`src/core/col_drv_pkg.sv`:
```
// package of constants and types for the 80-column lcd driver
`default_nettype none
package col_drv_pkg;
    localparam int unsigned NUM_COLS = 80;
    localparam int unsigned NIB_W = 4;
    localparam int unsigned NIBS_PER_LINE = NUM_COLS / NIB_W;
    localparam int unsigned NIB_CNT_W = 5;
    localparam logic [NIB_CNT_W-1:0] NIB_LAST = 5'h13;
    localparam int unsigned BUF_DEPTH = 2;
    // drive level codes per column
    typedef enum logic [1:0] {
        level_sel_pos,
        level_nonsel_pos,
        level_nonsel_neg,
        level_sel_neg
    } level_type;
endpackage
`default_nettype wire

```
`src/core/nibble_buf.sv`:
```
// two-entry valid/ready buffer for pixel nibbles
`default_nettype none
module nibble_buf
    import col_drv_pkg::*;
(
    input wire logic i_clk_sys,
    input wire logic i_rst_n,
    input wire logic i_valid,
    output logic o_ready,
    input wire logic [NIB_W-1:0] i_data,
    output logic o_valid,
    input wire logic i_ready,
    output logic [NIB_W-1:0] o_data
);
    logic [NIB_W-1:0] mem_q [BUF_DEPTH];
    logic wr_ptr_q;
    logic rd_ptr_q;
    logic [1:0] count_q;
    logic push;
    logic pop;

    // handshake terms
    assign o_ready = (count_q != 2'h2);
    assign o_valid = (count_q != 2'h0);
    assign push = i_valid && o_ready;
    assign pop = o_valid && i_ready;
    assign o_data = mem_q[rd_ptr_q];

    // storage
    always_ff @(posedge i_clk_sys) begin
        if (push) begin
            mem_q[wr_ptr_q] <= i_data;
        end
    end

    // pointers and fill count
    always_ff @(posedge i_clk_sys) begin
        if (!i_rst_n) begin
            wr_ptr_q <= 1'b0;
            rd_ptr_q <= 1'b0;
            count_q <= 2'h0;
        end else begin
            if (push) begin
                wr_ptr_q <= ~wr_ptr_q;
            end
            if (pop) begin
                rd_ptr_q <= ~rd_ptr_q;
            end
            count_q <= count_q + {1'b0, push} - {1'b0, pop};
        end
    end

    // a word offered while full would be lost
    AST_NO_OVERFLOW: assert property (@(posedge i_clk_sys) disable iff (!i_rst_n)
        i_valid |-> o_ready)
        else $error("nibble offered while buffer full");
endmodule
`default_nettype wire

```
`src/core/lcd_column_driver_80ch.sv`:
```
// 80-column lcd driver: nibble capture, line latch and level select
`default_nettype none
module lcd_column_driver_80ch
    import col_drv_pkg::*;
(
    input wire logic i_clk_sys,
    input wire logic i_rst_n,
    input wire logic i_line_strobe,
    input wire logic i_nibble_strobe,
    input wire logic [NIB_W-1:0] i_pixel_nibble,
    input wire logic i_fill_direction,
    input wire logic i_enable_n,
    input wire logic i_blank_n,
    input wire logic i_ac_phase,
    output logic o_carry_n,
    output logic o_nib_ready,
    output logic [2*NUM_COLS-1:0] o_column_drive
);
    //////////////////////////////////////////////////////////////////////////
    // pin synchronisers, two flops each
    logic [8:0] s1_q;
    logic [8:0] s2_q;
    logic [8:0] pins;
    assign pins = {i_line_strobe, i_nibble_strobe, i_pixel_nibble, i_fill_direction,
        i_enable_n, i_blank_n};
    always_ff @(posedge i_clk_sys) begin
        if (!i_rst_n) begin
            // strobes idle low, so no false edge after reset
            s1_q <= 9'h07f;
            s2_q <= 9'h07f;
        end else begin
            s1_q <= pins;
            s2_q <= s1_q;
        end
    end
    logic line_s;
    logic nib_s;
    logic [NIB_W-1:0] data_s;
    logic dir_s;
    logic en_n_s;
    logic blank_n_s;
    assign {line_s, nib_s, data_s, dir_s, en_n_s, blank_n_s} = s2_q;

    logic phase_s1_q;
    logic phase_s2_q;
    always_ff @(posedge i_clk_sys) begin
        if (!i_rst_n) begin
            phase_s1_q <= 1'b0;
            phase_s2_q <= 1'b0;
        end else begin
            phase_s1_q <= i_ac_phase;
            phase_s2_q <= phase_s1_q;
        end
    end

    //////////////////////////////////////////////////////////////////////////
    // falling edge detection on synchronised strobes
    logic line_d1_q;
    logic nib_d1_q;
    always_ff @(posedge i_clk_sys) begin
        if (!i_rst_n) begin
            line_d1_q <= 1'b0;
            nib_d1_q <= 1'b0;
        end else begin
            line_d1_q <= line_s;
            nib_d1_q <= nib_s;
        end
    end
    logic line_fall;
    logic nib_fall;
    assign line_fall = line_d1_q && !line_s;
    assign nib_fall = nib_d1_q && !nib_s;

    //////////////////////////////////////////////////////////////////////////
    // capture gating: enabled and row not yet full
    logic full_q;
    logic cap_req;
    assign cap_req = nib_fall && !en_n_s && !full_q;

    logic [NIB_W-1:0] nib_q;
    always_ff @(posedge i_clk_sys) begin
        if (!i_rst_n) begin
            nib_q <= 4'h0;
        end else if (cap_req) begin
            nib_q <= data_s;
        end
    end

    //////////////////////////////////////////////////////////////////////////
    // buffer between capture and row placement
    logic buf_valid;
    logic buf_ready;
    logic [NIB_W-1:0] buf_data;
    logic place_ready;
    logic cap_valid_q;
    always_ff @(posedge i_clk_sys) begin
        if (!i_rst_n) begin
            cap_valid_q <= 1'b0;
        end else begin
            cap_valid_q <= cap_req;
        end
    end
    nibble_buf u_buf (
        .i_clk_sys(i_clk_sys),
        .i_rst_n(i_rst_n),
        .i_valid(cap_valid_q),
        .o_ready(buf_ready),
        .i_data(nib_q),
        .o_valid(buf_valid),
        .i_ready(place_ready),
        .o_data(buf_data)
    );
    assign o_nib_ready = buf_ready;

    //////////////////////////////////////////////////////////////////////////
    // nibble counting and carry
    logic [NIB_CNT_W-1:0] cap_cnt_q;
    always_ff @(posedge i_clk_sys) begin
        if (!i_rst_n) begin
            cap_cnt_q <= '0;
            full_q <= 1'b0;
        end else if (line_fall) begin
            // a capture in the strobe cycle counts for the new row
            cap_cnt_q <= cap_req ? 5'h01 : 5'h00;
            full_q <= 1'b0;
        end else if (cap_req) begin
            if (cap_cnt_q == NIB_LAST) begin
                full_q <= 1'b1;
            end
            cap_cnt_q <= cap_cnt_q + 5'h01;
        end
    end
    assign o_carry_n = ~full_q;

    //////////////////////////////////////////////////////////////////////////
    // row placement from buffer
    logic [NUM_COLS-1:0] row_q;
    logic [NIB_CNT_W-1:0] slot_q;
    logic place;
    assign place_ready = !line_fall;
    assign place = buf_valid && place_ready;
    always_ff @(posedge i_clk_sys) begin
        if (!i_rst_n) begin
            row_q <= '0;
            slot_q <= '0;
        end else if (line_fall) begin
            slot_q <= '0;
        end else if (place) begin
            for (int i = 0; i < NIBS_PER_LINE; i++) begin
                for (int b = 0; b < NIB_W; b++) begin
                    if (!dir_s && slot_q == NIB_CNT_W'(i)) begin
                        row_q[i*NIB_W+b] <= buf_data[b];
                    end
                    if (dir_s && slot_q == NIB_CNT_W'(i)) begin
                        row_q[NUM_COLS-1-(i*NIB_W+b)] <= buf_data[b];
                    end
                end
            end
            slot_q <= slot_q + 5'h01;
        end
    end

    //////////////////////////////////////////////////////////////////////////
    // line latch on line strobe
    logic [NUM_COLS-1:0] line_q;
    always_ff @(posedge i_clk_sys) begin
        if (!i_rst_n) begin
            line_q <= '0;
        end else if (line_fall) begin
            line_q <= row_q;
        end
    end

    //////////////////////////////////////////////////////////////////////////
    // level selection per column, registered
    always_ff @(posedge i_clk_sys) begin
        if (!i_rst_n) begin
            o_column_drive <= '0;
        end else begin
            for (int c = 0; c < NUM_COLS; c++) begin
                if (!blank_n_s) begin
                    o_column_drive[2*c +: 2] <= level_sel_pos;
                end else if (!phase_s2_q) begin
                    o_column_drive[2*c +: 2] <= line_q[c] ? level_sel_pos : level_nonsel_pos;
                end else begin
                    o_column_drive[2*c +: 2] <= line_q[c] ? level_sel_neg : level_nonsel_neg;
                end
            end
        end
    end

    //////////////////////////////////////////////////////////////////////////
    // checks
    AST_CAP_NEEDS_EN: assert property (@(posedge i_clk_sys) disable iff (!i_rst_n)
        nib_fall && en_n_s && !line_fall |=> !cap_valid_q && $stable(cap_cnt_q))
        else $error("capture while disabled");
    AST_CARRY_AFTER_20: assert property (@(posedge i_clk_sys) disable iff (!i_rst_n)
        cap_req && cap_cnt_q == NIB_LAST && !line_fall |=> !o_carry_n)
        else $error("carry not low after twenty nibbles");
    AST_NO_CAP_FULL: assert property (@(posedge i_clk_sys) disable iff (!i_rst_n)
        !o_carry_n && !line_fall |=> !cap_valid_q && $stable(nib_q))
        else $error("capture while row full");
    AST_REARM: assert property (@(posedge i_clk_sys) disable iff (!i_rst_n)
        line_fall |=> o_carry_n && cap_cnt_q == ($past(cap_req) ? 5'h01 : 5'h00))
        else $error("line strobe did not rearm");
    AST_LINE_LATCH: assert property (@(posedge i_clk_sys) disable iff (!i_rst_n)
        line_fall |=> line_q == $past(row_q))
        else $error("line latch missed row");
    AST_BLANK: assert property (@(posedge i_clk_sys) disable iff (!i_rst_n)
        !blank_n_s |=> o_column_drive[1:0] == level_sel_pos)
        else $error("blank not forcing first level");
    AST_PHASE_LOW: assert property (@(posedge i_clk_sys) disable iff (!i_rst_n)
        blank_n_s && !phase_s2_q && !line_q[0] |=> o_column_drive[1:0] == level_nonsel_pos)
        else $error("wrong non-selected level, phase low");
    AST_PHASE_HIGH: assert property (@(posedge i_clk_sys) disable iff (!i_rst_n)
        blank_n_s && phase_s2_q && line_q[0] |=> o_column_drive[1:0] == level_sel_neg)
        else $error("wrong selected level, phase high");
endmodule
`default_nettype wire

```
`config.mk`:
```
export PLATFORM = sky130hd
export DESIGN_NAME = lcd_column_driver_80ch
export DESIGN_NICKNAME = d
export VERILOG_FILES = /design/src/core/col_drv_pkg.sv /design/src/core/nibble_buf.sv /design/src/core/lcd_column_driver_80ch.sv
export SDC_FILE = /design/constraint.sdc
export NUM_CORES = 1
export LEC_CHECK = 0
export BUFFER_PORTS_ARGS = -buffer_cell sky130_fd_sc_hd__buf_4
export CORE_MARGIN = 10
export CORE_UTILIZATION = 57
export DETAILED_ROUTE_END_ITERATION = 10
export PLACE_DENSITY = 0.79
export SETUP_SLACK_MARGIN = 0.3
export SLEW_MARGIN = 20
export SYNTH_ARGS = -nofsm -noshare
export SYNTH_HDL_FRONTEND = slang
export SYNTH_SLANG_ARGS = --single-unit
```
`constraint.sdc`:
```
create_clock -name i_clk_sys -period 2.4 [get_ports i_clk_sys]
set_clock_uncertainty 0.2 [all_clocks]
set_input_delay 0 -clock i_clk_sys [delete_from_list [all_inputs] [get_ports i_clk_sys]]
set_output_delay 0 -clock i_clk_sys [all_outputs]
set_load 0.02 [all_outputs]
```
After elaboration in Yosys (flattened, before gate mapping)
Memory sizes are Yosys's and may differ from the RTL's. A register that Yosys moved wholly into a read port is not among the register bits.
Index checks and enable logic that the tools add are counted.
Word-level totals
  bits in registers: 362
  latch bits: 0
  bits in writable memories: 8
  memory bits (read-only): 0
  word-level logic and storage cells: 572
  memories kept: 1
Memory list
  u_buf.mem_q: words 2, width 4, read ports 1, clocked after memory_dff 1, write ports 1, RTL line nibble_buf.sv:15  | logic [NIB_W-1:0] mem_q [BUF_DEPTH];
Operators by class
  add/subtract/negate cells: 4
  multiply operators: 0
  divide/modulo/power cells: 0
  $lt $le $gt $ge: 0
  equality and inequality tests: 21
  shift operators: 0
  muxes and demuxes: 407
  bitwise logic cells: 5
  reduce and logical (&&, ||, !) cells: 98
Operator list (number)
  $mux 1: 325
  $mux 2: 80
  $reduce_and 3->1: 20
  $logic_and 1x1->1: 46
  $reduce_bool 2->1: 22
  $eq 5x4->1 const B: 8
  $eq 5x5->1 const B: 5
  $eq 5x3->1 const B: 4
  $add 5x1->5 const B: 2
  $eq 5x2->1 const B: 2
  $mux 5: 2
  $logic_not 1->1: 6
  $eq 5x1->1 const B: 1
  $logic_not 5->1: 1
  $not 1->1: 5
  $reduce_and 2->1: 2
  $add 2x1->2: 1
  $ne 2x2->1 const B: 1
  $reduce_or 2->1: 1
  $sub 2x1->2: 1

Depth between registers and ports, before layout
Gate-level depths: netlist of the first run.
  depth in word-level cells: 6
  gate-level depth with buffers: 10
  gate-level depth less buffers: 9

Hierarchy
A second synthesis of the first run with hierarchy kept.
Unflattened totals
  cells, all modules: 1289
  area total of the unflattened synthesis: 12230.5 um^2
Modules (own cells, without submodules)
  lcd_column_driver_80ch: times used 1, cells an instance 1253, area each 11710.0 um^2
  nibble_buf: times used 1, cells an instance 36, area each 520.5 um^2

Worst setup path after synthesis of the first run
Ideal clock, no wire load.
  path kind: register -> output
  start: register, netlist name o_column_drive[157]
  end: output port o_column_drive[101]
  arrival time: 2029 ps
  required time: 2200 ps
  slack: 171 ps
  cell stages (with the launch flop): 2
  path buffers: 1
  path through: dfxtp_1 -> buf_4
RTL lines
  end, declared: RTL line lcd_column_driver_80ch.sv:17  | output logic [2*NUM_COLS-1:0] o_column_drive

Final worst setup path of the first run
  start: register slot_q[0]
  end: register row_q[52]
On the way
  word-level cells in the longest chain between the ends: 4
Ends and longest elaborated chain
  start, declared: RTL line lcd_column_driver_80ch.sv:138  | logic [NIB_CNT_W-1:0] slot_q;
  start signal, assigned: RTL line lcd_column_driver_80ch.sv:159  | slot_q <= slot_q + 5'h01;
  $eq 5x3->1 / $eq 5x4->1 (equally long branches): RTL line lcd_column_driver_80ch.sv:154, lcd_column_driver_80ch.sv:151
  $logic_and 1x1->1, on equally long branches: RTL line lcd_column_driver_80ch.sv:154, lcd_column_driver_80ch.sv:151
  $reduce_bool 2->1 (no line)
  $reduce_and 3->1 (no line)
  end signal, assigned by index: RTL line lcd_column_driver_80ch.sv:152  | row_q[i*NIB_W+b] <= buf_data[b];
  end signal, assigned by index: RTL line lcd_column_driver_80ch.sv:155  | row_q[NUM_COLS-1-(i*NIB_W+b)] <= buf_data[b];
  end, declared: RTL line lcd_column_driver_80ch.sv:137  | logic [NUM_COLS-1:0] row_q;
Several ways; a longest one is shown, not always the timed one.
A chain may end at the register's enable or synchronous reset.

==> qor.csv, run 1 <==
stage,metric,value,unit
layout,layout cells sized above 1,0.227,
layout,"commonest non-fill, non-tap cell in the layout",dfxtp_1,
synthesis,"FFs w/ async S/R, synth",0,
layout,most frequent cells in the layout,"dfxtp_1 (276), nand2_1 (235), buf_4 (203)",
layout,# diodes,0,
layout,Area Overhead vs Synth,19.4,%
power_and_ir_drop,Leak Pwr,0.00620,uW
synthesis,Synth cell types,42,
power_and_ir_drop,P_int,8880,uW
route,Vias/cell,5.36,
floorplanning,starting density of the core,0.581,
placement,IO buf count,173,
global_routing,global-route usage over all layers,0.182,
critical_path,reg2reg start,slot_q[0],
floorplanning,CORE AREA,21100,um2
placement,Post-DP HPWL,17.7,mm
critical_path,worst r2r path cells,7,
critical_path,crit-path cells,inv_1 > ha_2 > nand2_1 > buf_4 > mux2i_2 > a21boi_2 > a32o_1,
power_and_ir_drop,Comb pwr share,0.181,
cts,Inserted Clock Buffers,29,
placement,pre-CTS setup slack,0.219,ns
route,routed len/inst,15.7,um
placement,Final GP Congestion,0.854,
layout,"Cell Count, Final, Fillers Out",1716,
critical_path,critical path required time,2.62,ns
synthesis,Post-Syn Area,12200,um2
hold_path,WHS Endpoint,s1_q[7],
cts,CTS root buf,clkbuf_16,
critical_path,WS Path Type,reg2reg,
synthesis,sequential share of the synthesized area,0.484,
sta,setup tns final,0,ns
floorplanning,Rows,53,
global_routing,remaining global-route overflow,0,
critical_path,Crit path max-delay family,compound AO/OA/AOI/OAI gates,
synthesis,number of synthesized register bits,292,
sta,RSZ-0062 raised after global routing,true,
power_and_ir_drop,Pwr Density,836,nW/um2
layout,nets@finish,1440,
hold_path,Hold Startpoint,i_nibble_strobe,
global_routing,initial antenna violation count,0,
route,DR vias,9193,
cts,latest clock arrival within the worst-skew pair,0.54,ns
critical_path,internal reg-to-reg setup slack,0.33,ns
sta,pins over their slew limit,0,
sta,FMAX,483,MHz
sta,Final Hold Fails,0,
power_and_ir_drop,sequential share of power,0.431,
route,DRC,0,
floorplanning,die area,27700,um2
synthesis,"Avg Cell Area, Syn",9.23,um2
route,final wirelength,26.9,mm
floorplanning,Die Height,167,um
critical_path,Startpoint Class,flop,
power_and_ir_drop,sw power,3340,uW
critical_path,CP Data Arrival Time,2.29,ns
hold_path,Hold Path Class,in2reg,
sta,Relative slew margins,0.593,
global_routing,first-pass GRT wire length,44.2,mm
power_and_ir_drop,maximum VDD drop,0.614,mV
synthesis,Synth Warn #,0,
synthesis,predominant post-synthesis flop cell,dfxtp_1,
global_routing,vias in the first global route,8929,
synthesis,Cells after Synth,1326,
layout,Finished Cell Area,14600,um2
cts,htree depth,1,
critical_path,Crit. End Element,flop,
cts,clk buf depth,3,
power_and_ir_drop,switching share of total power,0.273,
critical_path,CP max FO,6,
cts,CTS tree,done,
route,DR pass1 iterations,5,
critical_path,buffers and inverters on the worst path,2,
hold_path,WHS Path Cells,3,
placement,placed cell areas,13200,um2
cts,clock slew at reported path FFs,0.06,ns
floorplanning,I/O pin cnt,174,
power_and_ir_drop,Clk pwr share,0.388,
sta,final worst-path cycle share,0.863,
critical_path,Max stage delay on crit path,0.34,ns
synthesis,number of flops mapped to enable cells by yosys,8,
cts,total clock sinks,292,
sta,Setup Viol. Count Final,0,
global_routing,largest net degree at the start of global routing,82,
sta,Setup WS post-layout,0.328,ns
route,DR iter-0 viols,584,
critical_path,r2r endpoint,row_q[52],
status,outcome,"complete, no violations",
route,Final ANT Viol Nets,0,
job,max cap viols,0,
sta,worst slew pin tran,0.610,ns
placement,dpl cells,1635,
sta,min Tclk post-route,2.07,ns
floorplanning,Die X,167,um
critical_path,"Slowest-stage cell, CP",dfxtp_2,
synthesis,syn_nets,1347,
[final cells by class]
cell class / instances / area [um2]
fillers: 1612 / 6470
flip-flops and latches: 292 / 5940
multi-input cells: 836 / 5320
repair buffers: 235 / 1900
clock buffers: 41 / 851
well taps: 275 / 344
clock inverters: 12 / 173
inverters: 25 / 93.8
[tightest hold or removal path, stage by stage]
cell	delay (ns)
dlygate4sd3_1	0.52
buf_4	0.10
and2_1	0.10
[Yosys cell counts (all sizes together), types with 21 or more instances]
| library cell | n | share of area |
|---|---|---|
| xor2 | 84 | 0.060 |
| nand3 | 41 | 0.017 |
| clkbuf | 48 | 0.015 |
| inv | 25 | 0.0077 |
| a32o | 56 | 0.046 |
| dfxtp | 284 | 0.46 |
| nor2b | 31 | 0.016 |
| mux2i | 32 | 0.026 |
| nand2 | 239 | 0.075 |
| nor2 | 98 | 0.030 |
| a21boi | 94 | 0.058 |
| o21ai | 39 | 0.016 |
| and2 | 21 | 0.011 |
| nand2b | 22 | 0.011 |
| buf | 125 | 0.069 |
[registers in the layout, indices dropped and copies added (netlist names), 2 cells and up, named ones only]
name	flops
u_buf.count_q	2
slot_q	5
o_column_drive	81
u_buf.mem_q	8
nib_q	4
cap_cnt_q	5
row_q	80
s1_q	9
s2_q	9
line_q	80
[per-layer routing]
layer	track usage	vias to the layer above	wire [um]
met1	0.225	4310	11800
met4	0.0500	0	474
met5	0	-	0
met2	0.310	327	12600
met3	0.0417	42	1950
li1	-	4514	-
[how the worst max path moves through the flow]
stage / from / cells past startpoint / slack (ns) / end
5_1_grt: slot_q[0] / 7 / 0.25 / row_q[52]
2_1_floorplan: u_buf.count_q[0] / 10 / 0.32 / u_buf.count_q[1]
4_1_cts: s2_q[8] / 6 / 0.31 / row_q[37]
3_5_place_dp: slot_q[1] / 6 / 0.22 / row_q[22]
3_3_place_gp: slot_q[0] / 6 / 0.36 / row_q[3]
6_report: slot_q[0] / 7 / 0.33 / row_q[52]
[power groups by stage]
| stage | Clock, uW | Sequential (uW) | Combinational, uW |
|---|---|---|---|
| final | 4740 | 5260 | 2210 |
| after global routing | 5000 | 5290 | 2390 |
| after CTS | 4810 | 5250 | 2130 |
| after detailed placement | 0 | 5360 | 2080 |
| after global placement | 0 | 5350 | 2030 |
| after floorplan | 0 | 5440 | 1360 |
[per-stage QoR]
step / total power [uW] / utilization / hold slack [ns]
after floorplan: 6800 / - / -0.0985
after global placement: 7380 / 0.626 / -0.0175
after detailed placement: 7430 / 0.626 / -0.0139
after CTS: 12200 / 0.688 / 0.00511
after global routing: 12700 / 0.693 / 0.0305
final: 12200 / 0.693 / 0.0243
[logic make-up after synthesis]
group / share of synthesized area
AOI/OAI and AO/OA: 0.135
xor gates and xnor gates: 0.0651
adders and majority gates: 0.00920
buffers and inverters: 0.0917
DFF: 0.484
muxes: 0.0409
and+or+nand+nor: 0.175
[repair_timing]
item | 4_1_cts | 5_1_grt
hold buffers | 26 | 0
endpoints found under the hold margin | 133 | 0
pin swaps | 0 | 3
endpoints found under the setup margin | 29 | 83
gates resized for setup | 7 | 36
gates cloned | 0 | 0
buffers inserted | 0 | 2
Note: power is estimated with default switching activity, not from simulation.
==> run 2: changes to the inputs <==
--- a/config.mk
+++ b/config.mk
@@ -7,9 +7,8 @@
 export LEC_CHECK = 0
 export BUFFER_PORTS_ARGS = -buffer_cell sky130_fd_sc_hd__buf_4
 export CORE_MARGIN = 10
-export CORE_UTILIZATION = 57
+export CORE_UTILIZATION = 40
 export DETAILED_ROUTE_END_ITERATION = 10
-export PLACE_DENSITY = 0.79
 export SETUP_SLACK_MARGIN = 0.3
 export SLEW_MARGIN = 20
 export SYNTH_ARGS = -nofsm -noshare
==> run 2 against run 1 <==
Against the previous run: combinational power hardly changed; worst setup slack gained 0.084 ns; die area is 37% higher; utilization is 20 points lower; total power increased by 2.2%; final cell count grew 6.2%; flip-flop and latch count unchanged.
==> qor.csv, run 2 (synthesis results as in run 1) <==
stage,metric,value,unit
power_and_ir_drop,sw power,3420,uW
critical_path,Max stage delay on crit path,0.33,ns
layout,Top reg by flops,o_column_drive,
global_routing,initial antenna violation count,0,
critical_path,Crit. End Element,flop,
route,final wirelength,27.4,mm
cts,htree depth,2,
sta,worst slew pin tran,0.638,ns
power_and_ir_drop,Comb pwr share,0.177,
layout,nets@finish,1432,
cts,total clock sinks,292,
global_routing,global-route usage over all layers,0.138,
layout,"Cell Count, Final, Fillers Out",1823,
critical_path,Crit path max-delay family,simple AND/OR/NAND/NOR gates,
floorplanning,CORE AREA,30000,um2
critical_path,CP max FO,9,
critical_path,Startpoint Class,flop,
floorplanning,Die X,195,um
status,outcome,"complete, no violations",
hold_path,Hold Path Class,in2reg,
layout,# diodes,0,
placement,IO buf count,173,
layout,fill cell count,2845,
power_and_ir_drop,P_int,9060,uW
layout,multi-input gate area in the final layout,5290,um2
cts,Inserted Clock Buffers,34,
power_and_ir_drop,switching share of total power,0.274,
floorplanning,starting density of the core,0.409,
sta,min Tclk post-route,1.99,ns
critical_path,critical path required time,2.60,ns
route,Vias/cell,4.96,
layout,most frequent cells in the layout,"dfxtp_1 (280), nand2_1 (234), buf_4 (200)",
sta,setup tns final,0,ns
sta,RSZ-0062 raised after global routing,true,
sta,Relative slew margins,0.574,
cts,clk buf depth,3,
cts,CTS root buf,clkbuf_16,
layout,Area Overhead vs Synth,20.1,%
placement,pre-CTS setup slack,0.264,ns
floorplanning,Rows,63,
global_routing,largest net degree at the start of global routing,81,
floorplanning,Die Height,195,um
critical_path,WS Path Type,reg2reg,
layout,layout cells sized above 1,0.221,
global_routing,first-pass GRT wire length,45.1,mm
sta,Setup WS post-layout,0.412,ns
cts,CTS tree,done,
sta,pins over their slew limit,0,
route,DRC,0,
route,Final ANT Viol Nets,0,
global_routing,remaining global-route overflow,0,
layout,biggest regs,"o_column_drive (81), line_q (80), row_q (80)",
layout,max FFs per register,81,
global_routing,vias in the first global route,8894,
sta,Final Hold Fails,0,
route,DR pass1 iterations,5,
power_and_ir_drop,Leak Pwr,0.00620,uW
critical_path,buffers and inverters on the worst path,2,
power_and_ir_drop,Pwr Density,849,nW/um2
critical_path,crit-path cells,nand2b_2 > nand2_1 > inv_1 > ha_1 > inv_1 > ha_1 > xnor2_1 > xnor2_1 > and2_1,
cts,clock slew at reported path FFs,0.05,ns
floorplanning,die area,38000,um2
route,DR iter-0 viols,424,
critical_path,"Slowest-stage cell, CP",dfxtp_1,
floorplanning,I/O pin cnt,174,
sta,Setup Viol. Count Final,0,
power_and_ir_drop,maximum VDD drop,0.408,mV
sta,FMAX,503,MHz
sta,final worst-path cycle share,0.828,
layout,"commonest non-fill, non-tap cell in the layout",dfxtp_1,
placement,Post-DP HPWL,18.7,mm
job,max cap viols,0,
power_and_ir_drop,Clk pwr share,0.403,
placement,Final GP Congestion,0.808,
power_and_ir_drop,sequential share of power,0.420,
route,DR vias,9039,
critical_path,CP Data Arrival Time,2.19,ns
cts,latest clock arrival within the worst-skew pair,0.50,ns
placement,dpl cells,1751,
route,routed len/inst,15.0,um
layout,area occupied by registers,5930,um2
==> run 2: stage by stage <==
stage               cell area, um2  total power (uW)  hold slack (ns)   util
floorplan                    12200              6800          -0.0985      -
global placement             13400              7490          -0.0179  0.447
detailed placement           13400              7520          -0.0139  0.447
CTS                          14600             12600          0.00278  0.489
global route                 14700             13000           0.0220  0.491
finish                       14700             12500           0.0222  0.491
==> run 2: power by group through the flow <==
stage / Clock (uW) / Combinational, uW / Sequential, uW
after global routing: 5350 / 2430 / 5260
after CTS: 5170 / 2200 / 5240
after global placement: 0 / 2150 / 5340
after detailed placement: 0 / 2170 / 5350
after floorplan: 0 / 1360 / 5440
final: 5030 / 2210 / 5240
==> run 2: cell type report <==
class / count / area share
Clock inverter: 8 / 0.00476
Clock buffer: 50 / 0.0704
Inverter: 25 / 0.00638
Tap cell: 390 / 0.0332
Multi-Input combinational cell: 836 / 0.359
Timing Repair Buffer: 222 / 0.123
Sequential cell: 292 / 0.403
==> run 2: worst paths after layout <==
kind                startpoint               end  slack [ns]  cells after the start
max                    s2_q[8]  u_buf.count_q[1]        0.41                      9
min          i_pixel_nibble[3]           s1_q[6]        0.02                      3
max reg2reg            s2_q[8]  u_buf.count_q[1]        0.41                      9
min reg2reg            s1_q[2]           s2_q[2]        0.20                      1
==> run 2: what timing repair did <==
item | 4_1_cts | 5_1_grt
setup buffers | 0 | 1
hold buffers | 13 | 0
gates resized for setup | 3 | 23
pin swaps | 0 | 0
setup endpoints to repair | 20 | 84
hold endpoints to repair | 73 | 0
==> run 2: tightest hold or removal path: cells and delay by family <==
kind	cells	cell delay, ns
and+or+nand+nor	1	0.08
buffers and inverters	2	0.62
==> run 2: routing by layer <==
layer | GRT usage | vias to the layer above | routed length [um]
met5 | 0 | - | 0
met4 | 0.0392 | 0 | 469
met3 | 0.0377 | 43 | 1990
met2 | 0.233 | 248 | 12700
met1 | 0.168 | 4247 | 12200
li1 | - | 4501 | -
==> run 3: changes to the inputs <==
--- a/config.mk
+++ b/config.mk
@@ -5,6 +5,7 @@
 export SDC_FILE = /design/constraint.sdc
 export NUM_CORES = 1
 export LEC_CHECK = 0
+export ABC_AREA = 1
 export BUFFER_PORTS_ARGS = -buffer_cell sky130_fd_sc_hd__buf_4
 export CORE_MARGIN = 10
 export CORE_UTILIZATION = 40
==> constraint.sdc (replaced) <==
create_clock -name i_clk_sys -period 1.95 [get_ports i_clk_sys]
set_clock_uncertainty 0.2 [all_clocks]
set_input_delay 0 -clock i_clk_sys [delete_from_list [all_inputs] [get_ports i_clk_sys]]
set_output_delay 0 -clock i_clk_sys [all_outputs]
set_load 0.02 [all_outputs]
==> run 3 against run 2 <==
Against the previous run: routed wire length increased by 14%; register-to-register slack got worse by 0.17 ns; fmax up 16%; design area grew 9.4%; final cell count increased by 27%; flip-flop and latch count did not move; critical path depth stayed put; clock power is 22% higher; synthesized area is 2.4% higher; synthesized cell count up 33%.
==> qor.csv, run 3 <==
stage,metric,value,unit
power_and_ir_drop,maximum VDD drop,0.669,mV
synthesis,number of flops mapped to enable cells by yosys,8,
floorplanning,Rows,64,
synthesis,Synth area leaders,"dfxtp_1 (45%), nand2_1 (14%), a21oi_1 (6.2%)",
critical_path,Crit path max-delay family,simple AND/OR/NAND/NOR gates,
sta,final worst-path cycle share,0.876,
route,DR vias,10912,
layout,nets@finish,1918,
sta,pins over their slew limit,0,
synthesis,sequential share of the synthesized area,0.472,
sta,Final Hold Fails,0,
placement,Post-DP HPWL,20.5,mm
synthesis,Post-Syn Area,12500,um2
synthesis,Synth Warn #,0,
global_routing,remaining global-route overflow,0,
power_and_ir_drop,Tot Pwr,16200,uW
global_routing,largest net degree at the start of global routing,69,
route,Final ANT Viol Nets,0,
synthesis,syn_nets,1787,
layout,most frequent cells in the layout,"nand2_1 (406), dfxtp_1 (273), buf_4 (214)",
critical_path,Crit. End Element,flop,
sta,worst slew pin tran,0.545,ns
synthesis,number of synthesized register bits,292,
critical_path,r2r endpoint,row_q[60],
synthesis,area share of the largest cell type after synthesis,0.453,
job,max cap viols,0,
power_and_ir_drop,Pwr Density,1010,nW/um2
global_routing,global-route usage over all layers,0.154,
hold_path,WHS Endpoint,nib_d1_q,
route,DRC,0,
critical_path,WS Path Type,reg2reg,
critical_path,"Slowest-stage cell, CP",dfxtp_4,
power_and_ir_drop,Leak Pwr,0.00778,uW
floorplanning,Die X,197,um
synthesis,most common cell in the netlist,nand2_1,
critical_path,internal reg-to-reg setup slack,0.24,ns
layout,Top reg by flops,o_column_drive,
sta,worst hold slack,0.153,ns
synthesis,most area-hungry cell type in the Yosys netlist,dfxtp_1,
floorplanning,die area,38800,um2
critical_path,Max stage delay on crit path,0.42,ns
layout,Area Overhead vs Synth,28.3,%
global_routing,initial antenna violation count,0,
layout,"commonest non-fill, non-tap cell in the layout",nand2_1,
critical_path,CP max FO,8,
placement,IO buf count,173,
synthesis,"FFs w/ async S/R, synth",0,
floorplanning,CORE AREA,30700,um2
critical_path,CP Data Arrival Time,1.98,ns
synthesis,"Avg Cell Area, Syn",7.10,um2
cts,latest clock arrival within the worst-skew pair,0.57,ns
synthesis,predominant post-synthesis flop cell,dfxtp_1,
sta,FMAX,585,MHz
route,final wirelength,31.3,mm
synthesis,Cells after Synth,1766,
critical_path,crit-path cells,ha_4 > inv_2 > nor2_4 > ha_4 > inv_2 > nor2_4 > o21ai_2 > nor2_2 > nor2_2,
hold_path,Hold Startpoint,i_rst_n,
critical_path,reg2reg start,slot_q[1],
cts,CTS root buf,clkbuf_16,
cts,total clock sinks,292,
critical_path,origin of the worst setup path,slot_q[1],
hold_path,WHS Path Cells,4,
sta,min Tclk post-route,1.71,ns
floorplanning,Die Height,197,um
sta,Setup Viol. Count Final,0,
global_routing,vias in the first global route,10234,
floorplanning,I/O pin cnt,174,
cts,Inserted Clock Buffers,31,
layout,layout cells sized above 1,0.251,
cts,htree depth,1,
route,DR pass1 iterations,5,
layout,# diodes,0,
route,DR iter-0 viols,568,
global_routing,first-pass GRT wire length,51.0,mm
cts,clk buf depth,3,
floorplanning,starting density of the core,0.408,
cts,clock slew at reported path FFs,0.06,ns
synthesis,Synth cell types,25,
sta,RSZ-0062 raised after global routing,true,
critical_path,worst r2r path cells,9,
synthesis,commonest cells in the netlist,"nand2_1 (474), dfxtp_1 (284), nor2_1 (207)",
critical_path,critical path required time,2.22,ns
status,outcome,"complete, no violations",
layout,max FFs per register,81,
critical_path,buffers and inverters on the worst path,2,
critical_path,Startpoint Class,flop,
placement,Final GP Congestion,0.857,
route,routed len/inst,13.5,um
hold_path,Hold Path Class,in2reg,
cts,CTS tree,done,
layout,biggest regs,"o_column_drive (81), line_q (80), row_q (80)",
sta,Relative slew margins,0.636,
route,Vias/cell,4.71,
[run 3: power breakdown]
part | switching [uW] | total, uW | internal (uW)
sequential | 239 | 6640 | 6400
clock | 2460 | 6160 | 3700
combinational | 2130 | 3440 | 1310
total | 4830 | 16200 | 11400
[run 3: what timing repair did]
item,CTS,global route
hold buffers,24,0
setup endpoints to repair,156,120
gates resized for setup,124,75
pin swaps,74,34
setup buffers,12,3
endpoints found under the hold margin,210,0
cloned,1,2
[run 3: worst min-delay path: stages]
cell	delay (ns)
dlygate4sd3_1	0.54
buf_4	0.21
nand2_1	0.09
inv_1	0.03
[run 3: cell type report]
type | count | area (um2)
fillers | 2935 | 14700
flip-flops and latches | 292 | 5950
clock inverters | 17 | 181
multi-input cells | 1110 | 5490
clock buffers | 41 | 915
inverters | 196 | 748
repair buffers | 266 | 2310
well taps | 396 | 495
[run 3: logic make-up after synthesis]
family / synth area share
simple gates: 0.251
buf+inv: 0.135
compound gates: 0.121
flops: 0.472
xor+xnor: 0.0112
fa+ha+maj: 0.00898
[run 3: metrics by stage]
step / worst slack [ns] / area, um2 / instances / setup TNS (ns) / utilization
after CTS: 0.249 / 15800 / 2314 / 0 / 0.515
after global placement: 0.0266 / 14000 / 2219 / 0 / 0.455
after floorplan: 0.195 / 12600 / 1766 / 0 / -
after global routing: 0.134 / 16100 / 2318 / 0 / 0.523
final: 0.241 / 16100 / 2318 / 0 / 0.523
after detailed placement: -0.0637 / 14000 / 2219 / -0.220 / 0.455
[run 3: worst max-delay path by stage]
stage / to / slack, ns / cells after the start
3_3_place_gp: row_q[31] / 0.03 / 9
5_1_grt: row_q[63] / 0.13 / 10
3_5_place_dp: row_q[28] / -0.06 / 9
6_report: row_q[60] / 0.24 / 9
2_1_floorplan: u_buf.count_q[1] / 0.20 / 11
4_1_cts: row_q[26] / 0.25 / 10
[run 3: layer usage]
layer,GRT usage,vias up,share of wire
li1,-,5664,-
met1,0.197,4951,0.46
met2,0.257,253,0.46
met3,0.0339,44,0.068
met4,0.0410,0,0.019
met5,0,-,0
